**config.mk**
```make
export PLATFORM = sky130hd
export DESIGN_NAME = ctl_input_cond
export DESIGN_NICKNAME = d
export VERILOG_FILES = /design/src/ctl_input_pkg.sv /design/src/edge_flag.sv /design/src/ctl_input_cond.sv
export VERILOG_INCLUDE_DIRS = /design/src
export SDC_FILE = /design/constraint.sdc
export NUM_CORES = 1
export LEC_CHECK = 0
export BUFFER_PORTS_ARGS = -buffer_cell sky130_fd_sc_hd__clkbuf_2
export CORE_UTILIZATION = 45
export DETAILED_ROUTE_END_ITERATION = 8
export GPL_ROUTABILITY_DRIVEN = 1
export GPL_TIMING_DRIVEN = 0
export PLACE_DENSITY = 0.8
export SLEW_MARGIN = 30
export SYNTH_ARGS = -nofsm -noshare
export SYNTH_HDL_FRONTEND = slang
export SYNTH_HIERARCHICAL = 1
export SYNTH_SLANG_ARGS = --single-unit
```
**constraint.sdc**
```tcl
create_clock -name CLK -period 1.73 [get_ports CLK]
set_input_delay 0.173 -clock CLK [delete_from_list [all_inputs] [get_ports CLK]]
set_output_delay 0.173 -clock CLK [all_outputs]
set_load 0.01 [all_outputs]
```
**src/ctl_input_map.svh**
```systemverilog
// Register offsets, field positions and reset values of the input block
`ifndef CTL_INPUT_MAP_SVH
`define CTL_INPUT_MAP_SVH

`define CTL_ADDR_W          8
`define CTL_OFF_STATUS      8'h00
`define CTL_OFF_LATCH_EN    8'h04
`define CTL_OFF_LATCH_RST   8'h08
`define CTL_OFF_GATE        8'h0c
`define CTL_OFF_POLARITY    8'h14
`define CTL_OFF_RISE        8'h18
`define CTL_OFF_FALL        8'h1c
`define CTL_OFF_BUFFER      8'h20

`define CTL_IN_LSB          0
`define CTL_IN_MSB          1
`define CTL_OVR_BIT         8
`define CTL_STAT_PIN_LSB    0
`define CTL_STAT_PIN_MSB    1
`define CTL_STAT_ASRT_LSB   2
`define CTL_STAT_ASRT_MSB   3
`define CTL_STAT_OVR_BIT    4

`define CTL_POLARITY_RESET  2'h0
`define CTL_BUFFER_RESET    2'h0
`define CTL_FLAG_RESET      2'h0
`define CTL_LATCH_EN_RESET  2'h0
`define CTL_GATE_RESET      2'h3
`define CTL_OVR_GATE_RESET  1'h1
`define CTL_OVR_BUF_RESET   1'h0

`endif

```
**src/ctl_input_pkg.sv**
```systemverilog
// Bus carrier and output types of the input conditioning block
`default_nettype none
package ctl_input_pkg;
  typedef struct packed {
    logic        psel;
    logic        penable;
    logic        pwrite;
    logic [7:0]  paddr;
    logic [31:0] pwdata;
  } apb_req_type;

  typedef struct packed {
    logic [31:0] prdata;
    logic        pready;
    logic        pslverr;
  } apb_rsp_type;

  typedef struct packed {
    logic [1:0] control_input_asserted;
    logic [1:0] control_input_buffer_on;
    logic       override_asserted;
    logic       override_buffer_on;
  } cond_out_type;
endpackage
`default_nettype wire

```
**src/edge_flag.sv**
```systemverilog
// One sticky edge flag with write-one-to-clear
`timescale 1ns/1ps
`default_nettype none
module edge_flag #(
  parameter bit RISE = 1'b1
) (
  // Clock and reset
  input  wire logic clk,
  input  wire logic rst_n,
  // Detection
  input  wire logic enable,
  input  wire logic level,
  input  wire logic last_level,
  // Software clear
  input  wire logic clear,
  // Sticky flag
  output logic      flag
);
  logic seen;

  assign seen = enable & (RISE ? (level & ~last_level)
                               : (~level & last_level));

  // A new edge in the clearing cycle keeps the flag
  always_ff @(posedge clk) begin
    if (!rst_n) begin
      flag <= 1'b0;
    end else begin
      flag <= seen | (flag & ~clear);
    end
  end
endmodule // edge_flag
`default_nettype wire

```
**src/ctl_input_cond.sv**
```systemverilog
// Polarity, gating, edge capture and latching of the control inputs
//
// Decided for this implementation: the APB slave port.
`timescale 1ns/1ps
`default_nettype none
`include "ctl_input_map.svh"
module ctl_input_cond (
  // Clock and reset
  input  wire logic                      CLK,
  input  wire logic                      RST_N,
  // APB slave
  input  wire ctl_input_pkg::apb_req_type APB_REQ,
  output ctl_input_pkg::apb_rsp_type      APB_RSP,
  // Input pins
  input  wire logic [1:0]                CONTROL_INPUT_PINS,
  input  wire logic                      OVERRIDE_INPUT_PIN,
  // Conditioned signals towards the output logic
  output ctl_input_pkg::cond_out_type     COND_OUT
);
  import ctl_input_pkg::*;

  logic [1:0]  control_input_polarity;
  logic [1:0]  control_input_buffer_on;
  logic [1:0]  control_input_gate_bits;
  logic [1:0]  latch_enable;
  logic        override_buffer_on;
  logic        override_input_gate;
  logic [1:0]  control_input_rise_flag;
  logic [1:0]  control_input_fall_flag;
  logic [1:0]  pin_last;
  logic [1:0]  latch_held;
  logic [1:0]  asserted_now;
  logic [1:0]  asserted_gated;
  logic [1:0]  edge_enable;
  logic [1:0]  latch_reset;
  logic        setup;
  logic        access;
  logic        wr;
  logic        mapped;
  logic [31:0] rd_word;
  logic [31:0] prdata;
  logic        pslverr;
  logic [31:0] wd;
  logic [7:0]  ad;

  assign ad     = APB_REQ.paddr;
  assign wd     = APB_REQ.pwdata;
  assign setup  = APB_REQ.psel & ~APB_REQ.penable;
  assign access = APB_REQ.psel & APB_REQ.penable;
  assign wr     = access & APB_REQ.pwrite;

  // Pin level after polarity: one means asserted
  assign asserted_now   = ~(CONTROL_INPUT_PINS ^ control_input_polarity);
  assign asserted_gated = asserted_now & control_input_gate_bits;
  // Buffer bit overrides the gate for edge capture
  assign edge_enable    = control_input_buffer_on | control_input_gate_bits;
  assign latch_reset    = (wr && ad == `CTL_OFF_LATCH_RST) ?
                          wd[`CTL_IN_MSB:`CTL_IN_LSB] : 2'h0;

  always_comb begin
    mapped = 1'b1;
    rd_word = 32'h0;
    case (ad)
      `CTL_OFF_STATUS: begin
        rd_word[`CTL_STAT_PIN_MSB:`CTL_STAT_PIN_LSB] = CONTROL_INPUT_PINS;
        rd_word[`CTL_STAT_ASRT_MSB:`CTL_STAT_ASRT_LSB] =
          COND_OUT.control_input_asserted;
        rd_word[`CTL_STAT_OVR_BIT] = OVERRIDE_INPUT_PIN;
      end
      `CTL_OFF_LATCH_EN: begin
        rd_word[`CTL_IN_MSB:`CTL_IN_LSB] = latch_enable;
      end
      `CTL_OFF_LATCH_RST: begin
        rd_word = 32'h0;
      end
      `CTL_OFF_GATE: begin
        rd_word[`CTL_IN_MSB:`CTL_IN_LSB] = control_input_gate_bits;
        rd_word[`CTL_OVR_BIT] = override_input_gate;
      end
      `CTL_OFF_POLARITY: begin
        rd_word[`CTL_IN_MSB:`CTL_IN_LSB] = control_input_polarity;
      end
      `CTL_OFF_RISE: begin
        rd_word[`CTL_IN_MSB:`CTL_IN_LSB] = control_input_rise_flag;
      end
      `CTL_OFF_FALL: begin
        rd_word[`CTL_IN_MSB:`CTL_IN_LSB] = control_input_fall_flag;
      end
      `CTL_OFF_BUFFER: begin
        rd_word[`CTL_IN_MSB:`CTL_IN_LSB] = control_input_buffer_on;
        rd_word[`CTL_OVR_BIT] = override_buffer_on;
      end
      default: begin
        mapped = 1'b0;
      end
    endcase
  end

  // Read data and error are captured in the setup cycle, so the slave
  // can answer with no wait state
  always_ff @(posedge CLK) begin
    if (!RST_N) begin
      prdata  <= 32'h0;
      pslverr <= 1'b0;
    end else if (setup) begin
      prdata  <= APB_REQ.pwrite ? 32'h0 : rd_word;
      pslverr <= ~mapped;
    end
  end

  always_comb begin
    APB_RSP.prdata  = prdata;
    APB_RSP.pready  = 1'b1;
    APB_RSP.pslverr = access & pslverr;
  end

  // Control registers, reset only by the battery-domain reset
  always_ff @(posedge CLK) begin
    if (!RST_N) begin
      control_input_polarity <= `CTL_POLARITY_RESET;
    end else if (wr && ad == `CTL_OFF_POLARITY) begin
      control_input_polarity <= wd[`CTL_IN_MSB:`CTL_IN_LSB];
    end
  end

  always_ff @(posedge CLK) begin
    if (!RST_N) begin
      control_input_buffer_on <= `CTL_BUFFER_RESET;
      override_buffer_on      <= `CTL_OVR_BUF_RESET;
    end else if (wr && ad == `CTL_OFF_BUFFER) begin
      control_input_buffer_on <= wd[`CTL_IN_MSB:`CTL_IN_LSB];
      override_buffer_on      <= wd[`CTL_OVR_BIT];
    end
  end

  always_ff @(posedge CLK) begin
    if (!RST_N) begin
      control_input_gate_bits <= `CTL_GATE_RESET;
      override_input_gate     <= `CTL_OVR_GATE_RESET;
    end else if (wr && ad == `CTL_OFF_GATE) begin
      control_input_gate_bits <= wd[`CTL_IN_MSB:`CTL_IN_LSB];
      override_input_gate     <= wd[`CTL_OVR_BIT];
    end
  end

  always_ff @(posedge CLK) begin
    if (!RST_N) begin
      latch_enable <= `CTL_LATCH_EN_RESET;
    end else if (wr && ad == `CTL_OFF_LATCH_EN) begin
      latch_enable <= wd[`CTL_IN_MSB:`CTL_IN_LSB];
    end
  end

  // Previous pin sample for edge detection; it follows the pins even in
  // reset, since a constant reset value would fake an edge on release
  always_ff @(posedge CLK) begin
    pin_last <= CONTROL_INPUT_PINS;
  end

  // Latch: an asserted input outranks a reset write
  always_ff @(posedge CLK) begin
    if (!RST_N) begin
      latch_held <= 2'h0;
    end else begin
      latch_held <= latch_enable &
                    (asserted_gated | (latch_held & ~latch_reset));
    end
  end

  // Outputs to the output-drive logic
  always_ff @(posedge CLK) begin
    if (!RST_N) begin
      COND_OUT <= '0;
    end else begin
      COND_OUT.control_input_asserted  <= asserted_gated | latch_held;
      COND_OUT.control_input_buffer_on <= edge_enable;
      COND_OUT.override_asserted  <= OVERRIDE_INPUT_PIN &
                                     override_input_gate;
      COND_OUT.override_buffer_on <= override_buffer_on |
                                     override_input_gate;
    end
  end

  // Rise and fall flags work on the raw pin, ahead of polarity
  for (genvar i = 0; i < 2; i++) begin : g_flag
    edge_flag #(.RISE(1'b1)) u_rise (
      .clk        (CLK),
      .rst_n      (RST_N),
      .enable     (edge_enable[i]),
      .level      (CONTROL_INPUT_PINS[i]),
      .last_level (pin_last[i]),
      .clear      (wr && ad == `CTL_OFF_RISE && wd[i]),
      .flag       (control_input_rise_flag[i])
    );
    edge_flag #(.RISE(1'b0)) u_fall (
      .clk        (CLK),
      .rst_n      (RST_N),
      .enable     (edge_enable[i]),
      .level      (CONTROL_INPUT_PINS[i]),
      .last_level (pin_last[i]),
      .clear      (wr && ad == `CTL_OFF_FALL && wd[i]),
      .flag       (control_input_fall_flag[i])
    );
  end
endmodule // ctl_input_cond
`default_nettype wire

```
* Word level (Yosys, flattened, before mapping)
Cells that the tools add are included.
** Operators by class
- Reductions and logical operators :: 13
- Equality and inequality tests :: 7
- Muxes and demuxes :: 6
- Bitwise logic cells :: 41
** Operator list (number)
- equality test 8 x 5 -> 1 bit, second input constant :: 3
- bitwise AND 1 bit :: 17
- equality test 8 x 4 -> 1 bit, second input constant :: 2
- case mux 2 bit (7 select lines) :: 1
- logical AND 1 bit :: 11
- inverter 1 bit :: 10
- two-way mux 9 bit :: 1
- equality test 8 x 3 -> 1 bit, second input constant :: 1
- equality test 8 x 6 -> 1 bit, second input constant :: 1
- zero test 8 bit :: 1
- OR reduction 8 bit :: 1
- bitwise AND 2 bit :: 3
- OR 2 bit :: 3
- OR 1 bit :: 5
- inverter 2 bit :: 2
- two-way mux 3 bit :: 1
- two-way mux 2 bit :: 1
- case mux 1 bit (2 select lines) :: 1
- XOR 2 bit :: 1
- two-way mux 1 bit :: 1
** Storage, ports and cells
- Logic and storage cells :: 85
- Output and inout bits :: 40
- Flip-flop bits (word level) :: 57
- Bits of input ports :: 48

* Longest topological paths before layout
- Word-level depth :: 8
- Mapped depth :: 6

* By module
Netlist, hierarchy kept.
** Modules (own cells, without submodules)
- ctl_input_cond :: area an instance 1503.9 um^2, sequential area each 540.5 um^2, instances 1, cells an instance 187
- edge_flag :: area an instance 40.0 um^2, sequential area each 20.0 um^2, instances 4, cells an instance 4

* Least setup slack after synthesis
OpenSTA, ideal clock, no wires.
- Path kind :: input to register
- From :: in APB_REQ[37] in the netlist's numbering
- To :: reg g_flag[1].u_rise.flag
- Setup time :: 114 ps
- Cell stages on the path :: 6
- Data arrival time :: 1209 ps
- Setup slack :: 406 ps
- Required time :: 1616 ps
- Path through :: nor3_1 -> nand2_1 -> or3_1 -> nor2_1 -> nand3b_1 -> nand2_1
** On the way
- Word-level cells in the longest chain between the ends :: 6
** Ends and longest elaborated chain
- start, declared :: line ctl_input_cond.sv:12 : input wire ctl_input_pkg::apb_req_type APB_REQ,
- equality test 8 x 5 -> 1 bit
- logical AND 1 bit (no line)
- logical AND 1 bit :: line ctl_input_cond.sv:192 : .clear (wr && ad == `CTL_OFF_RISE && wd[i]),
- inverter 1 bit :: line edge_flag.sv:29 : flag <= seen | (flag & ~clear);
- bitwise AND 1 bit :: line edge_flag.sv:29
- OR 1 bit :: line edge_flag.sv:29
- end signal, assigned :: line edge_flag.sv:29
- end, declared :: line edge_flag.sv:17 : output logic flag
Every way passes these cells.
A chain may end at the register's enable or synchronous reset.

* Worst setup path in the final report
- From :: in APB_REQ[37] in the netlist's numbering
- To :: reg g_flag[0].u_rise.flag
** On the way
- Word-level cells in the longest chain between the ends :: 6
** Ends and longest elaborated chain (line)
- equality test 8 x 5 -> 1 bit
- logical AND 1 bit (no line)
- logical AND 1 bit :: ctl_input_cond.sv:192
- inverter 1 bit :: edge_flag.sv:29
- bitwise AND 1 bit :: edge_flag.sv:29
- OR 1 bit :: edge_flag.sv:29
- end signal, assigned :: edge_flag.sv:29
- end, declared :: edge_flag.sv:17
Every way passes these cells.

==> impl_results.md <==
- Most frequent cells after synthesis: dfxtp_1, buf_4, nand2_1, nor2_1, a21oi_1
- H-tree Lvls: 2
- Number of diodes: 0
- Final ANT Viol Nets: 0
- Die Area: ~0.0039 sq mm
- Final Hold Viols: 0
- Post-DP HPWL: 2.89 mm
- Wirelength per Cell: ~12 microns
- Synth cell types: 37
- Worst setup EP type: flip-flop
- Top Usage Layer GRT: met2
- Num CTS Buffers: 5
- Avg Vias per Cell: 4.90
- Clk_lat worst skew: 290 ps
- CTS tree: built
- Share of flip-flops with an asynchronous set or reset: 0%
- Count leader, synth: dfxtp_1
- Largest net degree at the start of global routing: 11
- Tmin final: 1440 ps
- Post-synth top area cell: dfxtp_1
- Starting Density: 48.3%
- Period utilisation layout: 83.2%
- Status: finished, final reports clean
- Initial DRC count: 156
- PortBufs: 29
- Clk_skew: approximately 6 ps
- Global-route wire length before repair: 6.36 mm
- Num rows: 21
- Max_cap viols: 0
- Synth warn: 6
- Mean Syn Cell Area: about 8.2 sq um
- Worst vdd ir: 552 uV
- Core footprint: between 0.003 and 0.004 sq mm
- Layout area overhead: 24.1%
- CTS root buffer: clkbuf_8
- Max Clk Rate: 694 MHz
- Register bit total from synthesis: 31
- # hold bufs at CTS: 0
- Hold Crit Class: primary input to flip-flop
- Top-area cell type share of the netlist area: between 30% and 40%
- Final Net Count: 312
- Num Clock Sinks: 31
- Routability Congestion: 0.904
- Post-synth EDFFs: 0
- Vias in the first global route: ~1400
- Max-slew violation count: 0
- Final Setup Violations: 0
- DIE WIDTH: 62.8 microns
- Register area share after synthesis: 37.3%
- Routing usage on met1: 27.6%
- Chip height: 62.8 microns
- Worst Setup Start Kind: primary input
- Worst-path clk slew: 60 ps
- Crit Path Max Fanout: 6
- Slew @ Worst Pin: 539 ps
- Main flop type after synthesis: dfxtp_1
- Setup TNS: 0 ps
- DR DRC count: 0
- Crit Path Class: primary input to flip-flop
- Synthesized cell area: 0.00166 sq mm
- Pwr per Cell Area: 767 mW/mm^2
- Initial antenna violation count: 0
- Post-Route WL: 3.82 mm
- First-pass iteration count of the detailed router: 4
- Total Routing Usage GR: about a fifth
- I/O Pins: 88
- Mapped Cells: 203
- Core Util, Final: between 50 and 60%
- Worst Path Arrival: 1620 ps
- Worst-case clock buffer depth: 2
- Max-slew headroom: 63.8%
- Met3 track demand over resource: 5.11%
- CP Data Required Time: 1910 ps
- Layout cells sized above 1: 29.1%
- Via count: 1524
- Top post-synthesis cells by area: dfxtp_1, buf_4, nand2_1, mux2i_1, nor2_1
- Largest regs: COND_OUT (6), prdata (6)
- Post-CTS resize count: 0
- Overflow after GRT: 0
- Pleak: 0.966 nW
- Unrepaired setup endpoints after global routing: no
- Post-CTS Setup Inserts: 0
- Met2 Use GR: 33.2%
report_power, final:
group | total, mW | switching [mW] | leakage [nW] | internal, mW
combinational | 0.211 | 0.118 | 0.662 | 0.0932
clock | 0.630 | 0.269 | 0.0505 | 0.361
sequential | 0.743 | 0.00924 | 0.254 | 0.733
metrics by stage:
step	setup WS (ps)	instances	total power, mW	area (sq um)	hold slack (ps)
final	290	311	1.58	2060	69.3
after global routing	159	311	1.65	2060	75.1
after CTS	313	311	1.59	2060	66.3
after detailed placement	56.5	303	0.966	1960	362
after global placement	26.8	303	0.963	1960	363
after floorplan	406	228	0.904	1760	201
final timing paths:
check	slack (ps)	depth (start not counted)	startpoint	end
setup reg to reg	610	5	control_input_polarity[0]	latch_held[0]
hold reg to reg	460	2	pin_last[1]	g_flag[1].u_fall/flag
setup / recovery	290	7	APB_REQ[37]	g_flag[0].u_rise/flag
hold / removal	70	1	CONTROL_INPUT_PINS[0]	pin_last[0]
layer usage:
metal,vias to the layer above,wire [microns]
met1,657,1740
met5,-,0
li1,784,-
met4,0,84
met3,8,269
met2,75,1720
logic make-up after synthesis:
logic type / Yosys count / synth area share, %
compound gates: 27 / 10.2
mux: 8 / 4.81
simple gates: 96 / 31.1
other cells: 2 / 0.451
flops: 31 / 37.3
xor+xnor: 2 / 1.05
buf+inv: 37 / 15.2
worst max-delay path: stages:
cell      delay [ps]
clkbuf_2         130
nor3_1           490
nand2_1          180
or3_1            360
nor2_1           110
nand3b_1         120
nand2_1           60
cells in the final DEF (no fill, tap or decap), drive strengths merged:
| cell type | count |
|---|---|
| nor2b | 1 |
| a311oi | 1 |
| nand3b | 5 |
| xnor2 | 2 |
| nand4b | 4 |
| or3 | 4 |
| nand4bb | 1 |
| nand2 | 24 |
| clkbuf | 39 |
| mux2i | 8 |
| a22oi | 5 |
| or2 | 3 |
| dfxtp | 31 |
| and3 | 5 |
| o21ai | 4 |
| clkinvlp | 1 |
| or4b | 1 |
| a31oi | 2 |
| nor2 | 19 |
| and2 | 3 |
| nand3 | 10 |
| nor3 | 9 |
| a32o | 1 |
| buf | 32 |
| o32ai | 1 |
| a21oi | 11 |
| or4 | 1 |
| conb | 27 |
| nand4 | 5 |
| nand2b | 1 |
| a22o | 1 |
| inv | 2 |
| o31ai | 1 |
cell type report:
cell class,count,area [sq um]
clock buffer,7,96.3
inverter,2,7.51
tap,46,57.6
buffer,35,245
fill,328,1380
timing repair buffer,29,145
multi-input combinational,160,885
sequential,31,621
clock inverter,1,7.51
No activity file was read; power rests on OpenSTA's default activity.
